===== src/vs_defs.svh =====
// register map, field limits, reset values and timing constants of the command-side block
`ifndef VS_DEFS_SVH
`define VS_DEFS_SVH
`define VS_ADDR_W 8
`define VS_ADDR_FREQ_A 8'h00
`define VS_ADDR_GAIN_A 8'h04
`define VS_ADDR_FREQ_B 8'h08
`define VS_ADDR_GAIN_B 8'h0C
`define VS_ADDR_AUTO 8'h10
`define VS_ADDR_LEVEL 8'h14
`define VS_ADDR_PRESET_2 8'h18
`define VS_ADDR_PRESET_3 8'h1C
`define VS_ADDR_PRESET_4 8'h20
`define VS_ADDR_TUNING 8'h24
`define VS_ADDR_STATUS 8'h28
`define VS_ADDR_SPEED_CMD 8'h2C
`define VS_FREQ_MIN 16'h000A
`define VS_FREQ_MAX 16'h03E8
`define VS_FREQ_RST 16'h03E8
`define VS_GAIN_RST 16'h0000
`define VS_GAIN_FOUND 16'h0001
`define VS_LEVEL_RST 16'h0064
`define VS_SPEED_MIN 32'hFFFF_15A0
`define VS_SPEED_MAX 32'h0000_EA60
`define VS_RAMP_STEP 32'h0000_0064
`define VS_CLK_HZ 25000000
`define VS_TICK_US 1000
`define VS_TICK_CYC ((`VS_CLK_HZ / 1000000) * `VS_TICK_US)
`define VS_WIN_S 10
`define VS_WIN_TICKS (`VS_WIN_S * 1000000 / `VS_TICK_US)
`define VS_STEADY_CNT 4'h3
`define VS_MAX_WIN 8'h10
`define VS_SECOND_WIN 8'h08
`endif


===== src/vs_pkg.sv =====
// types shared by the vibration suppression and speed select logic
package vs_pkg;
  typedef struct packed {
    logic [7:0] addr;
    logic [31:0] wdata;
    logic wr;
    logic rd;
  } reg_req_s;
  typedef enum logic [1:0] {ST_IDLE, ST_FIRST, ST_SECOND} search_e;
endpackage : vs_pkg


===== src/vibration_suppress_speed_select.sv =====
// low-frequency vibration suppression settings with auto search, and preset speed selection
//
// Decided for this implementation: the address-and-strobe port and the register offsets.
`include "vs_defs.svh"
module vibration_suppress_speed_select
  import vs_pkg::*;
#(
  parameter int TICK_CYC = `VS_TICK_CYC,
  parameter int WIN_TICKS = `VS_WIN_TICKS
)
(
  input wire logic i_clk,
  input wire logic i_reset_n,
  input wire reg_req_s i_bus,
  input wire logic i_speed_select_lo,
  input wire logic i_speed_select_hi,
  input wire logic i_torque_mode,
  input wire logic signed [15:0] i_pos_err,
  output logic [31:0] o_rdata,
  output logic o_suppress_en_a,
  output logic o_suppress_en_b,
  output logic [15:0] o_suppress_freq_a,
  output logic [15:0] o_suppress_freq_b,
  output logic [15:0] o_suppress_gain_a,
  output logic [15:0] o_suppress_gain_b,
  output logic o_searching,
  output logic o_inertia_est_en,
  output logic signed [31:0] o_speed_cmd,
  output logic [31:0] o_speed_limit
);
  logic [15:0] freq_a_r, freq_b_r, gain_a_r, gain_b_r, level_r;
  logic signed [31:0] preset_r [3];
  logic tuning_auto_r;
  search_e state_r;
  logic [31:0] tick_cnt_r, win_cnt_r;
  logic tick, win_end;
  logic [15:0] cross_cnt_r, prev_est_r, peak_r;
  logic [3:0] agree_r;
  logic [7:0] win_left_r;
  logic prev_neg_r;
  // bus decode
  wire wr_freq_a = i_bus.wr && (i_bus.addr == `VS_ADDR_FREQ_A);
  wire wr_freq_b = i_bus.wr && (i_bus.addr == `VS_ADDR_FREQ_B);
  wire wr_gain_a = i_bus.wr && (i_bus.addr == `VS_ADDR_GAIN_A);
  wire wr_gain_b = i_bus.wr && (i_bus.addr == `VS_ADDR_GAIN_B);
  wire wr_auto = i_bus.wr && (i_bus.addr == `VS_ADDR_AUTO);
  wire wr_level = i_bus.wr && (i_bus.addr == `VS_ADDR_LEVEL);
  wire wr_tuning = i_bus.wr && (i_bus.addr == `VS_ADDR_TUNING);
  wire [15:0] wfreq = i_bus.wdata[15:0];
  wire freq_ok = (wfreq >= `VS_FREQ_MIN) && (wfreq <= `VS_FREQ_MAX);
  wire signed [31:0] wspeed = i_bus.wdata;
  wire speed_ok = (wspeed >= $signed(`VS_SPEED_MIN)) && (wspeed <= $signed(`VS_SPEED_MAX));
  wire searching = (state_r != ST_IDLE);
  wire start_search = wr_auto && i_bus.wdata[0] && tuning_auto_r && !searching;
  wire abort_search = searching && ((wr_auto && !i_bus.wdata[0]) || (wr_tuning && !i_bus.wdata[0]));
  // frequency estimator: rising zero crossings counted over a 10 s window give 0.1 Hz units
  assign tick = (tick_cnt_r == 32'(TICK_CYC - 1));
  assign win_end = tick && (win_cnt_r == 32'(WIN_TICKS - 1));
  wire now_neg = i_pos_err[15];
  wire [15:0] mag = now_neg ? 16'(-i_pos_err) : i_pos_err;
  wire crossing = tick && (prev_neg_r != now_neg);
  wire big_enough = (peak_r >= level_r);
  wire count_it = crossing && !now_neg && big_enough;
  wire [15:0] est = cross_cnt_r;
  wire [15:0] est_diff = (est > prev_est_r) ? est - prev_est_r : prev_est_r - est;
  wire est_valid = (est >= `VS_FREQ_MIN) && (est <= `VS_FREQ_MAX);
  wire agree_now = est_valid && (est_diff <= 16'h0001);
  wire steady_hit = win_end && agree_now && (agree_r == `VS_STEADY_CNT - 4'h1);
  wire [15:0] est_vs_a = (est > freq_a_r) ? est - freq_a_r : freq_a_r - est;
  wire distinct = (est_vs_a > 16'h0001);
  wire found_a = (state_r == ST_FIRST) && steady_hit;
  wire found_b = (state_r == ST_SECOND) && steady_hit && distinct;
  wire give_up = win_end && (win_left_r == 8'h01) && !found_a && !found_b;
  always_ff @(posedge i_clk)
  begin
    if (!i_reset_n)
      tick_cnt_r <= '0;
    else
      tick_cnt_r <= tick ? '0 : tick_cnt_r + 32'h0000_0001;
  end
  always_ff @(posedge i_clk)
  begin
    if (!i_reset_n || !searching)
    begin
      win_cnt_r <= '0;
      cross_cnt_r <= '0;
      prev_est_r <= '0;
      agree_r <= '0;
      peak_r <= '0;
      prev_neg_r <= 1'b0;
    end
    else if (tick)
    begin
      prev_neg_r <= now_neg;
      peak_r <= crossing ? mag : ((mag > peak_r) ? mag : peak_r);
      win_cnt_r <= win_end ? '0 : win_cnt_r + 32'h0000_0001;
      if (win_end)
      begin
        cross_cnt_r <= '0;
        prev_est_r <= est;
        agree_r <= (agree_now && !steady_hit) ? agree_r + 4'h1 : 4'h0;
      end
      else if (count_it)
        cross_cnt_r <= cross_cnt_r + 16'h0001;
    end
  end
  // search sequencer
  always_ff @(posedge i_clk)
  begin
    if (!i_reset_n)
    begin
      state_r <= ST_IDLE;
      win_left_r <= '0;
    end
    else if (abort_search)
      state_r <= ST_IDLE;
    else
    begin
      case (state_r)
        ST_IDLE:
        begin
          if (start_search)
          begin
            state_r <= ST_FIRST;
            win_left_r <= `VS_MAX_WIN;
          end
        end
        ST_FIRST:
        begin
          if (found_a)
          begin
            state_r <= ST_SECOND;
            win_left_r <= `VS_SECOND_WIN;
          end
          else if (give_up)
            state_r <= ST_IDLE;
          else if (win_end)
            win_left_r <= win_left_r - 8'h01;
        end
        ST_SECOND:
        begin
          if (found_b || give_up)
            state_r <= ST_IDLE;
          else if (win_end)
            win_left_r <= win_left_r - 8'h01;
        end
        default:
          state_r <= ST_IDLE;
      endcase
    end
  end
  // suppression set registers; search results win over a software write in the same cycle
  always_ff @(posedge i_clk)
  begin
    if (!i_reset_n)
    begin
      freq_a_r <= `VS_FREQ_RST;
      freq_b_r <= `VS_FREQ_RST;
      gain_a_r <= `VS_GAIN_RST;
      gain_b_r <= `VS_GAIN_RST;
      level_r <= `VS_LEVEL_RST;
      tuning_auto_r <= 1'b0;
    end
    else
    begin
      if (wr_freq_a && freq_ok)
        freq_a_r <= wfreq;
      if (wr_freq_b && freq_ok)
        freq_b_r <= wfreq;
      if (wr_gain_a)
        gain_a_r <= i_bus.wdata[15:0];
      if (wr_gain_b)
        gain_b_r <= i_bus.wdata[15:0];
      if (wr_level)
        level_r <= i_bus.wdata[15:0];
      if (wr_tuning)
        tuning_auto_r <= i_bus.wdata[0];
      if (start_search)
      begin
        gain_a_r <= `VS_GAIN_RST;
        gain_b_r <= `VS_GAIN_RST;
      end
      if (found_a)
      begin
        freq_a_r <= est;
        gain_a_r <= `VS_GAIN_FOUND;
      end
      if (found_b)
      begin
        freq_b_r <= est;
        gain_b_r <= `VS_GAIN_FOUND;
      end
    end
  end
  // preset speeds may be rewritten at any time, also while running
  genvar p;
  generate
    for (p = 0; p < 3; p++)
    begin : g_preset
      wire hit = i_bus.wr && (i_bus.addr == 8'(`VS_ADDR_PRESET_2 + 4 * p));
      always_ff @(posedge i_clk)
      begin
        if (!i_reset_n)
          preset_r[p] <= '0;
        else if (hit && speed_ok)
          preset_r[p] <= wspeed;
      end
    end
  endgenerate
  // speed selection is purely combinational so a select change reaches the s-curve target at once
  wire [1:0] sel = {i_speed_select_hi, i_speed_select_lo};
  wire signed [31:0] target = (sel == 2'b00) ? 32'sh0000_0000 : preset_r[sel - 2'b01];
  speed_s_curve u_s_curve
  (
    .i_clk(i_clk),
    .i_reset_n(i_reset_n),
    .i_tick(tick),
    .i_target(target),
    .o_cmd(o_speed_cmd)
  );
  wire [31:0] cmd_mag = o_speed_cmd[31] ? 32'(-o_speed_cmd) : 32'(o_speed_cmd);
  wire [31:0] status = {28'h000_0000, tuning_auto_r, i_torque_mode, sel == 2'b00, searching};
  wire [31:0] rd_mux =
    (i_bus.addr == `VS_ADDR_FREQ_A) ? {16'h0000, freq_a_r} :
    (i_bus.addr == `VS_ADDR_GAIN_A) ? {16'h0000, gain_a_r} :
    (i_bus.addr == `VS_ADDR_FREQ_B) ? {16'h0000, freq_b_r} :
    (i_bus.addr == `VS_ADDR_GAIN_B) ? {16'h0000, gain_b_r} :
    (i_bus.addr == `VS_ADDR_AUTO) ? {31'h0000_0000, searching} :
    (i_bus.addr == `VS_ADDR_LEVEL) ? {16'h0000, level_r} :
    (i_bus.addr == `VS_ADDR_PRESET_2) ? preset_r[0] :
    (i_bus.addr == `VS_ADDR_PRESET_3) ? preset_r[1] :
    (i_bus.addr == `VS_ADDR_PRESET_4) ? preset_r[2] :
    (i_bus.addr == `VS_ADDR_TUNING) ? {31'h0000_0000, tuning_auto_r} :
    (i_bus.addr == `VS_ADDR_STATUS) ? status :
    (i_bus.addr == `VS_ADDR_SPEED_CMD) ? o_speed_cmd : 32'h0000_0000;
  always_ff @(posedge i_clk)
  begin
    if (!i_reset_n)
    begin
      o_rdata <= '0;
      o_speed_limit <= '0;
    end
    else
    begin
      o_rdata <= i_bus.rd ? rd_mux : 32'h0000_0000;
      o_speed_limit <= i_torque_mode ? cmd_mag : 32'h0000_0000;
    end
  end
  // a set only acts with nonzero gain and never while the search is listening
  assign o_suppress_en_a = (gain_a_r != 16'h0000) && !searching;
  assign o_suppress_en_b = (gain_b_r != 16'h0000) && !searching;
  assign o_suppress_freq_a = freq_a_r;
  assign o_suppress_freq_b = freq_b_r;
  assign o_suppress_gain_a = gain_a_r;
  assign o_suppress_gain_b = gain_b_r;
  assign o_searching = searching;
  assign o_inertia_est_en = tuning_auto_r;
endmodule : vibration_suppress_speed_select


===== src/speed_s_curve.sv =====
// s-curve smoothing of the speed command: slew limiter followed by a moving average
`include "vs_defs.svh"
module speed_s_curve
  import vs_pkg::*;
(
  input wire logic i_clk,
  input wire logic i_reset_n,
  input wire logic i_tick,
  input wire logic signed [31:0] i_target,
  output logic signed [31:0] o_cmd
);
  localparam int TAPS = 4;
  logic signed [31:0] ramp_r;
  logic signed [31:0] hist_r [TAPS];
  logic signed [31:0] ramp_nxt;
  logic signed [33:0] sum;
  logic signed [31:0] diff;
  // the slew limit gives a trapezoid; averaging rounds its corners into an s shape
  assign diff = i_target - ramp_r;
  assign ramp_nxt = (diff > $signed(`VS_RAMP_STEP)) ? ramp_r + $signed(`VS_RAMP_STEP) :
                    (diff < -$signed(`VS_RAMP_STEP)) ? ramp_r - $signed(`VS_RAMP_STEP) :
                    i_target;
  always_ff @(posedge i_clk)
  begin
    if (!i_reset_n)
      ramp_r <= '0;
    else if (i_tick)
      ramp_r <= ramp_nxt;
  end
  genvar g;
  generate
    for (g = 0; g < TAPS; g++)
    begin : g_hist
      always_ff @(posedge i_clk)
      begin
        if (!i_reset_n)
          hist_r[g] <= '0;
        else if (i_tick)
          hist_r[g] <= (g == 0) ? ramp_r : hist_r[(g == 0) ? 0 : g - 1];
      end
    end
  endgenerate
  assign sum = 34'(hist_r[0]) + 34'(hist_r[1]) + 34'(hist_r[2]) + 34'(hist_r[3]);
  always_ff @(posedge i_clk)
  begin
    if (!i_reset_n)
      o_cmd <= '0;
    else
      o_cmd <= 32'(sum >>> 2);
  end
endmodule : speed_s_curve


===== config.mk =====
export PLATFORM = sky130hd
export DESIGN_NAME = vibration_suppress_speed_select
export DESIGN_NICKNAME = d
export VERILOG_FILES = /design/src/vs_pkg.sv /design/src/vibration_suppress_speed_select.sv /design/src/speed_s_curve.sv
export VERILOG_INCLUDE_DIRS = /design/src
export SDC_FILE = /design/constraint.sdc
export NUM_CORES = 2
export LEC_CHECK = 0
export BUFFER_PORTS_ARGS = -buffer_cell sky130_fd_sc_hd__buf_2
export CORE_AREA = 5 5 254 355
export DETAILED_ROUTE_END_ITERATION = 8
export DIE_AREA = 0 0 259 360
export PLACE_DENSITY = 0.64
export SYNTH_ARGS = -nofsm -noshare
export SYNTH_HDL_FRONTEND = slang
export SYNTH_SLANG_ARGS = --single-unit

===== constraint.sdc =====
create_clock -name i_clk -period 12.5 [get_ports i_clk]
set_input_delay 1.875 -clock i_clk [delete_from_list [all_inputs] [get_ports i_clk]]
set_output_delay 1.875 -clock i_clk [all_outputs]
set_load 0.02 [all_outputs]

# Word-level counts from Yosys, hierarchy flattened
# Memories as Yosys holds them, arrays and structs flattened.
# Index checks and enable logic that the tools add are counted.
# word_totals
register_bits,336
ram_bits,224
inputBits,63
output_inout_bits,164
mem_count,2
# memory_table
memory,depth,width,read_ports,rd_clocked_by_memory_dff,write_ports,line_no,source
u_s_curve.hist_r,4,32,4,0,4,speed_s_curve.sv:14,logic signed [31:0] hist_r [TAPS];
preset_r,3,32,4,0,3,vibration_suppress_speed_select.sv:32,logic signed [31:0] preset_r [3];
# op_classes
n_addsub,18
n_lt_le_gt_ge,14
eq_ne,23
mux,66
bitwise_logic,10
reduce_logical,76
# ops
operator,count
$mux W32,17
$mux W16,17
$add A32 B1 Y32 const B,2
$sub A16 B16 Y16,4
$gt A16 B16 Y1,3
$logic_and A1 B1 Y1,40
$mux W8,5
$add A33 B32 Y34,1
$add A34 B32 Y34,1
$add A32 B32 Y33,1
$add A32 B8 Y32 const B,1
$eq A32 B14 Y1 const B,1
$eq A32 B15 Y1 const B,1
$eq A8 B5 Y1 const B,4
$eq A8 B6 Y1 const B,4
$ge A16 B4 Y1 const B,2
$ge A32 B17 Y1 const B,1
$gt A32 B8 Y1 const B,1
$le A16 B10 Y1 const B,2
$le A32 B17 Y1 const B,1
$lt A32 B8 Y1 const B,1
$neg A32 Y32,1
$reduce_bool A16 Y1,2
$sub A32 B32 Y32,1
39 further kinds,93

# Logic depth before layout (Yosys ltp)
# depth
word_depth,13
depth_mapped,26
mapped_depth_nobuf,19

# Modules after synthesis
# A second synthesis with hierarchy kept.
# unflattened
cells_unflattened,3909
area_unflattened_um2,35059.9
# modules_own_cells
mod,n_inst,cells_each,area_per_inst_um2,seq_area_each_um2
vibration_suppress_speed_select,1,2484,21219.1,8328.0
speed_s_curve,1,1425,13840.8,5124.9

# Worst setup path after synthesis
# No wires, ideal clock.
# synth_timing
path_kind,input -> register
start,input i_speed_select_lo
end,register u_s_curve.ramp_r[7]
setup_ps,95
arrival_time_ps,8018
t_required_ps,12405
path_slack_ps,4387
stages,25
path_cell_list,clkbuf_1 > clkbuf_1 > buf_1 > inv_1 > ha_1 > clkbuf_1 > clkbuf_1 > clkbuf_1 > nor2_1 > a211oi_1 > ha_1 > buf_2 > o211ai_1 > or3_4 > a211o_4 > a211o_1 > nand3_1 > or3b_1 > or4_4 > o31a_1 > buf_6 > a21oi_1 > o21ai_1 > or3_1 > o311ai_1
# synth_via
elab_chain_cells,7
# synth_lines
element,line_no,source
from (decl),vibration_suppress_speed_select.sv:15,"input wire logic i_speed_select_lo,"
$sub A2 B1 Y2,vibration_suppress_speed_select.sv:212,wire signed [31:0] target = (sel == 2'b00) ? 32'sh0000_0000 : preset_r[sel - 2'b01];
$mem_v2 Z3 W32,n/a,
$mux W32 *,vibration_suppress_speed_select.sv:212,
$sub A32 B32 Y32,speed_s_curve.sv:19,assign diff = i_target - ramp_r;
$lt A32 B8 Y1,speed_s_curve.sv:21,(diff < -$signed(`VS_RAMP_STEP)) ? ramp_r - $signed(`VS_RAMP_STEP) :
$mux W32,speed_s_curve.sv:21,
$mux W32 *,speed_s_curve.sv:20,assign ramp_nxt = (diff > $signed(`VS_RAMP_STEP)) ? ramp_r + $signed(`VS_RAMP_STEP) :
to (signal assigned),speed_s_curve.sv:28,ramp_r <= ramp_nxt;
to (decl),speed_s_curve.sv:13,logic signed [31:0] ramp_r;
# Mark *: on every way between the ends. The rest lies on a longest branch, timed or not.
# A chain may end at the register's enable or synchronous reset.

# Worst setup path in the final report
# layout_timing
start,input i_speed_select_lo
end,register u_s_curve.ramp_r[19]
# Same word-level chain as after synthesis.

==> qor.yml <==
detailed_routing:
  route.vias.total: 29838
  antenna_violating_nets_post_route: 0
  detail_route.wirelength_um: 115000
  drt_pass1_iterations: 6
  initialDrtViolationCount: 2615
  post_drt_via_cell_ratio: 5.81
  drcViolationCount: 0
  wire_per_inst_um: 22.4
yosys:
  syn-cell-area_um2: 34300
  yosys.area.top_type: "dfxtp_1"
  synth_xor_xnor_area_share_pct: 5.09
  number_of_nets_in_the_synthesized_netlist: 4105
  seq_area_frac_synth_pct: 39.3
  async_flop_share_pct: 0
  synth-warning-count: 0
  syn-instance-count: 3799
  netlist-cell-type-count: 99
  synth_compound_area_share_pct: 17.6
  largest_family_of_logic_cells_by_synthesized_area: "simple AND/OR/NAND/NOR gates"
  post_synth_top_flop: "dfxtp_1"
  synthMuxAreaShare_pct: 2.78
  number_of_enable_flip_flop_cells_after_synthesis: 224
  synth_adder_area_share_pct: 10.4
  synth_seq_cells: 560
  main_area_contributors_after_synthesis: "dfxtp_1 20%, edfxtp_1 20%, ha_1 6.3%"
  avgSynthCellArea_um2: 9.02
  synth_simple_gate_area_share_pct: 20.3
  yosysTopAreaCellShare_pct: 19.6
critical_path:
  critPathMaxStageDelay_ns: 0.66
  crit_arrival_ns: 8.62
  critical_path.top_delay_family: "compound AO/OA/AOI/OAI gates"
  crit_path_end_kind: "register"
  path_class: "input pin to register"
  timing.critical_path.cells: "buf_2 > buf_4 > inv_1 > ha_2 > buf_4 > nor2_1 > a211oi_1 > ha_1 > a2111oi_0 > or3_4 > a21oi_1 > o21a_1 > a2111oi_0 > nand4_1 > or4b_1 > nor4_2 > mux2i_2 > buf_4 > o221a_1 > a21oi_1 > o2bb2ai_1"
  critical_path.startpoint_type: "input pin"
  r2r_slack_ns: 6.63
  worstPathRequired_ns: 13.03
  timing.critical_path.fanout_max: 38
  crit_path_frequent_cell: "buf_4"
  startpoint_of_the_worst_slack_reg_to_reg_timing_path: "cross_cnt_r[0]"
  r2r_cells: 17
  rr_endpoint: "o_suppress_gain_b[10]"
  cp_slowest_cell: "ha_2"
  critPathBufInv: 5
grt:
  grt_max_degree: 114
  grt_busiest_layer: "met2"
  grt_use_met1_pct: 28.6
  overall_fraction_of_global_route_tracks_in_use_pct: 23.6
  number_of_global_route_vias_before_repair: 28963
  grt_first_pass_wirelength_um: 175000
  grt_util_met2_pct: 41.0
  global_route_congestion_overflow_total: 0
  groute.layer.met3.usage_pct: 3.10
  antenna_found_initial: 2
placed_design:
  post_dp_cell_area_um2: 36400
  placement.io_buffers: 226
  placed_cells_incl_taps: 5024
  dp_slack_ns: 3.80
  detailed_place_hpwl_um: 86000
  place_congestion: 0.957
pwr:
  vdd_drop_max_uv: 109
  static-leakage-power_nw: 14.7
  power_density_nw_per_um2: 126
sta:
  fin_skew_ns: 0.0321
  minimum_setup_slack_in_the_final_design_ns: 4.42
  final.period_utilization_pct: 64.7
  finalMaxSlewViolations: 0
  tightest_pin_transition_ns: 1.17
  achievable-frequency_ghz: 0.124
  slew-limit-headroom_pct: 21.9
  finalSetupViolations: 0
  grt_setup_unrepaired: "false"
  timing.final.hold_violations: 0
  finalSetupTns_ns: 0
  final.min_clock_period_ns: 8.08
cts:
  clock-root-buffer: "clkbuf_16"
  worst_skew_pair.late_latency_ns: 0.64
  clock_sink_total: 560
  cts_tree: "done"
  cts_inserted_buffers: 57
  post_cts_resized: 0
  cts-root-to-sink-buffers: 3
  cts.htree.levels: 2
  hold_buffers: 0
  cts_setup_buffers: 0
  worst_setup_hold_path_clk_slew_ns: 0.07
die:
  core-area_um2: 86600
  fp-row-count: 128
  dieWidth_um: 259
  fp.dieH_um: 360
  fp.dieArea_um2: 93200
  floorplan.initialDensity_pct: 39.5
  io_pins: 227
finish:
  layout_commonest_cell: "nor2_1"
  layout_common_cells: "368 x nor2_1, 336 x dfxtp_1, 328 x nand2_1, 228 x a21oi_1, 225 x buf_2"
  drive_above_1_share_pct: 10.6
  area_growth_pct: 12.0
  final-instance-count-excl-fill: 5134
  fill_cells: 8471
  design.final.nets: 4219
  layout.cell_area.non_filler_um2: 38400
hold_path:
  min_delay_worst_endpoint: "level_r[3]"
  worstHoldPathCells: 2
  holdCritPathClass: "register to register"
  worstHoldStart: "level_r[3]"
job:
  maxCapViolCount: 0
run_status:
  run_status: "finished, final reports clean"
## cell type report
cell class / count / area, um^2 / area share [%]
inverter: 184 / 696 / 1.81
multi-input combinational: 2840 / 19300 / 50.4
antenna: 2 / 5.00 / 0.0130
clock inverter: 22 / 179 / 0.466
sequential: 560 / 13500 / 35.1
timing repair buffer: 270 / 1480 / 3.85
clock buffer: 86 / 1770 / 4.62
tap: 1170 / 1460 / 3.82
## registers in the layout (all words and copies together) (netlist names), 32 cells and up
register          flops
o_speed_limit        32
u_s_curve.o_cmd      32
tick_cnt_r           32
u_s_curve.ramp_r     32
u_s_curve.hist_r    128
preset_r             96
win_cnt_r            32
o_rdata              32
## worst min-delay path: stages, from the launching register on
cell and delay, ns:
dfxtp_1 0.31, nand2_1 0.05, a21oi_1 0.05
## cells by family after synthesis
family | Yosys count
AOI/OAI and AO/OA | 907
adders and majority gates | 243
and+or+nand+nor | 1398
DFF | 560
muxes | 93
xor gates and xnor gates | 199
buffers and inverters | 399
## routing by layer
| layer | wire [um] | part of all wire [%] |
|---|---|---|
| met1 | 44800 | 39 |
| met2 | 56000 | 49 |
| met3 | 7240 | 6.3 |
| met4 | 6900 | 6.0 |
| met5 | 25 | 0.022 |
## cells in the mapped netlist, types with 76 or more instances
cell type  instances
o21ai_0          138
inv_1            180
and2_1           125
dfxtp_1          336
mux2i_1           78
nand3_1           77
edfxtp_1         224
nand2_1          329
clkbuf_1         176
nor3_1            76
xnor2_1          111
a21oi_1          229
ha_1             173
and3_1           137
xor2_1            88
nor2_1           373
## through the flow
| stage | utilization [%] | power, mW | hold slack [ns] |
|---|---|---|---|
| after global routing | 44.3 | 5.04 | 0.496 |
| after detailed placement | 42.0 | 3.08 | 0.448 |
| after CTS | 44.3 | 4.88 | 0.456 |
| after global placement | 42.0 | 3.08 | 0.442 |
| after floorplan | - | 2.72 | 0.430 |
| final | 44.3 | 4.85 | 0.460 |
## power breakdown
group | total, mW | switching [mW] | leakage (nW) | internal (mW)
logic | 0.955 | 0.618 | 8.82 | 0.337
clock network | 1.79 | 0.769 | 0.966 | 1.02
registers | 2.10 | 0.127 | 4.94 | 1.98
total | 4.85 | 1.51 | 14.7 | 3.33
## worst max path at each step
stage,cells after the start,to,from
after floorplan,25,u_s_curve.ramp_r[7],i_speed_select_lo
after detailed placement,21,u_s_curve.ramp_r[19],i_speed_select_lo
final,21,u_s_curve.ramp_r[19],i_speed_select_lo
after global routing,21,u_s_curve.ramp_r[24],i_speed_select_lo
after global placement,21,u_s_curve.ramp_r[19],i_speed_select_lo
after CTS,21,u_s_curve.ramp_r[19],i_speed_select_lo
Power figures use the tool's default switching activity.
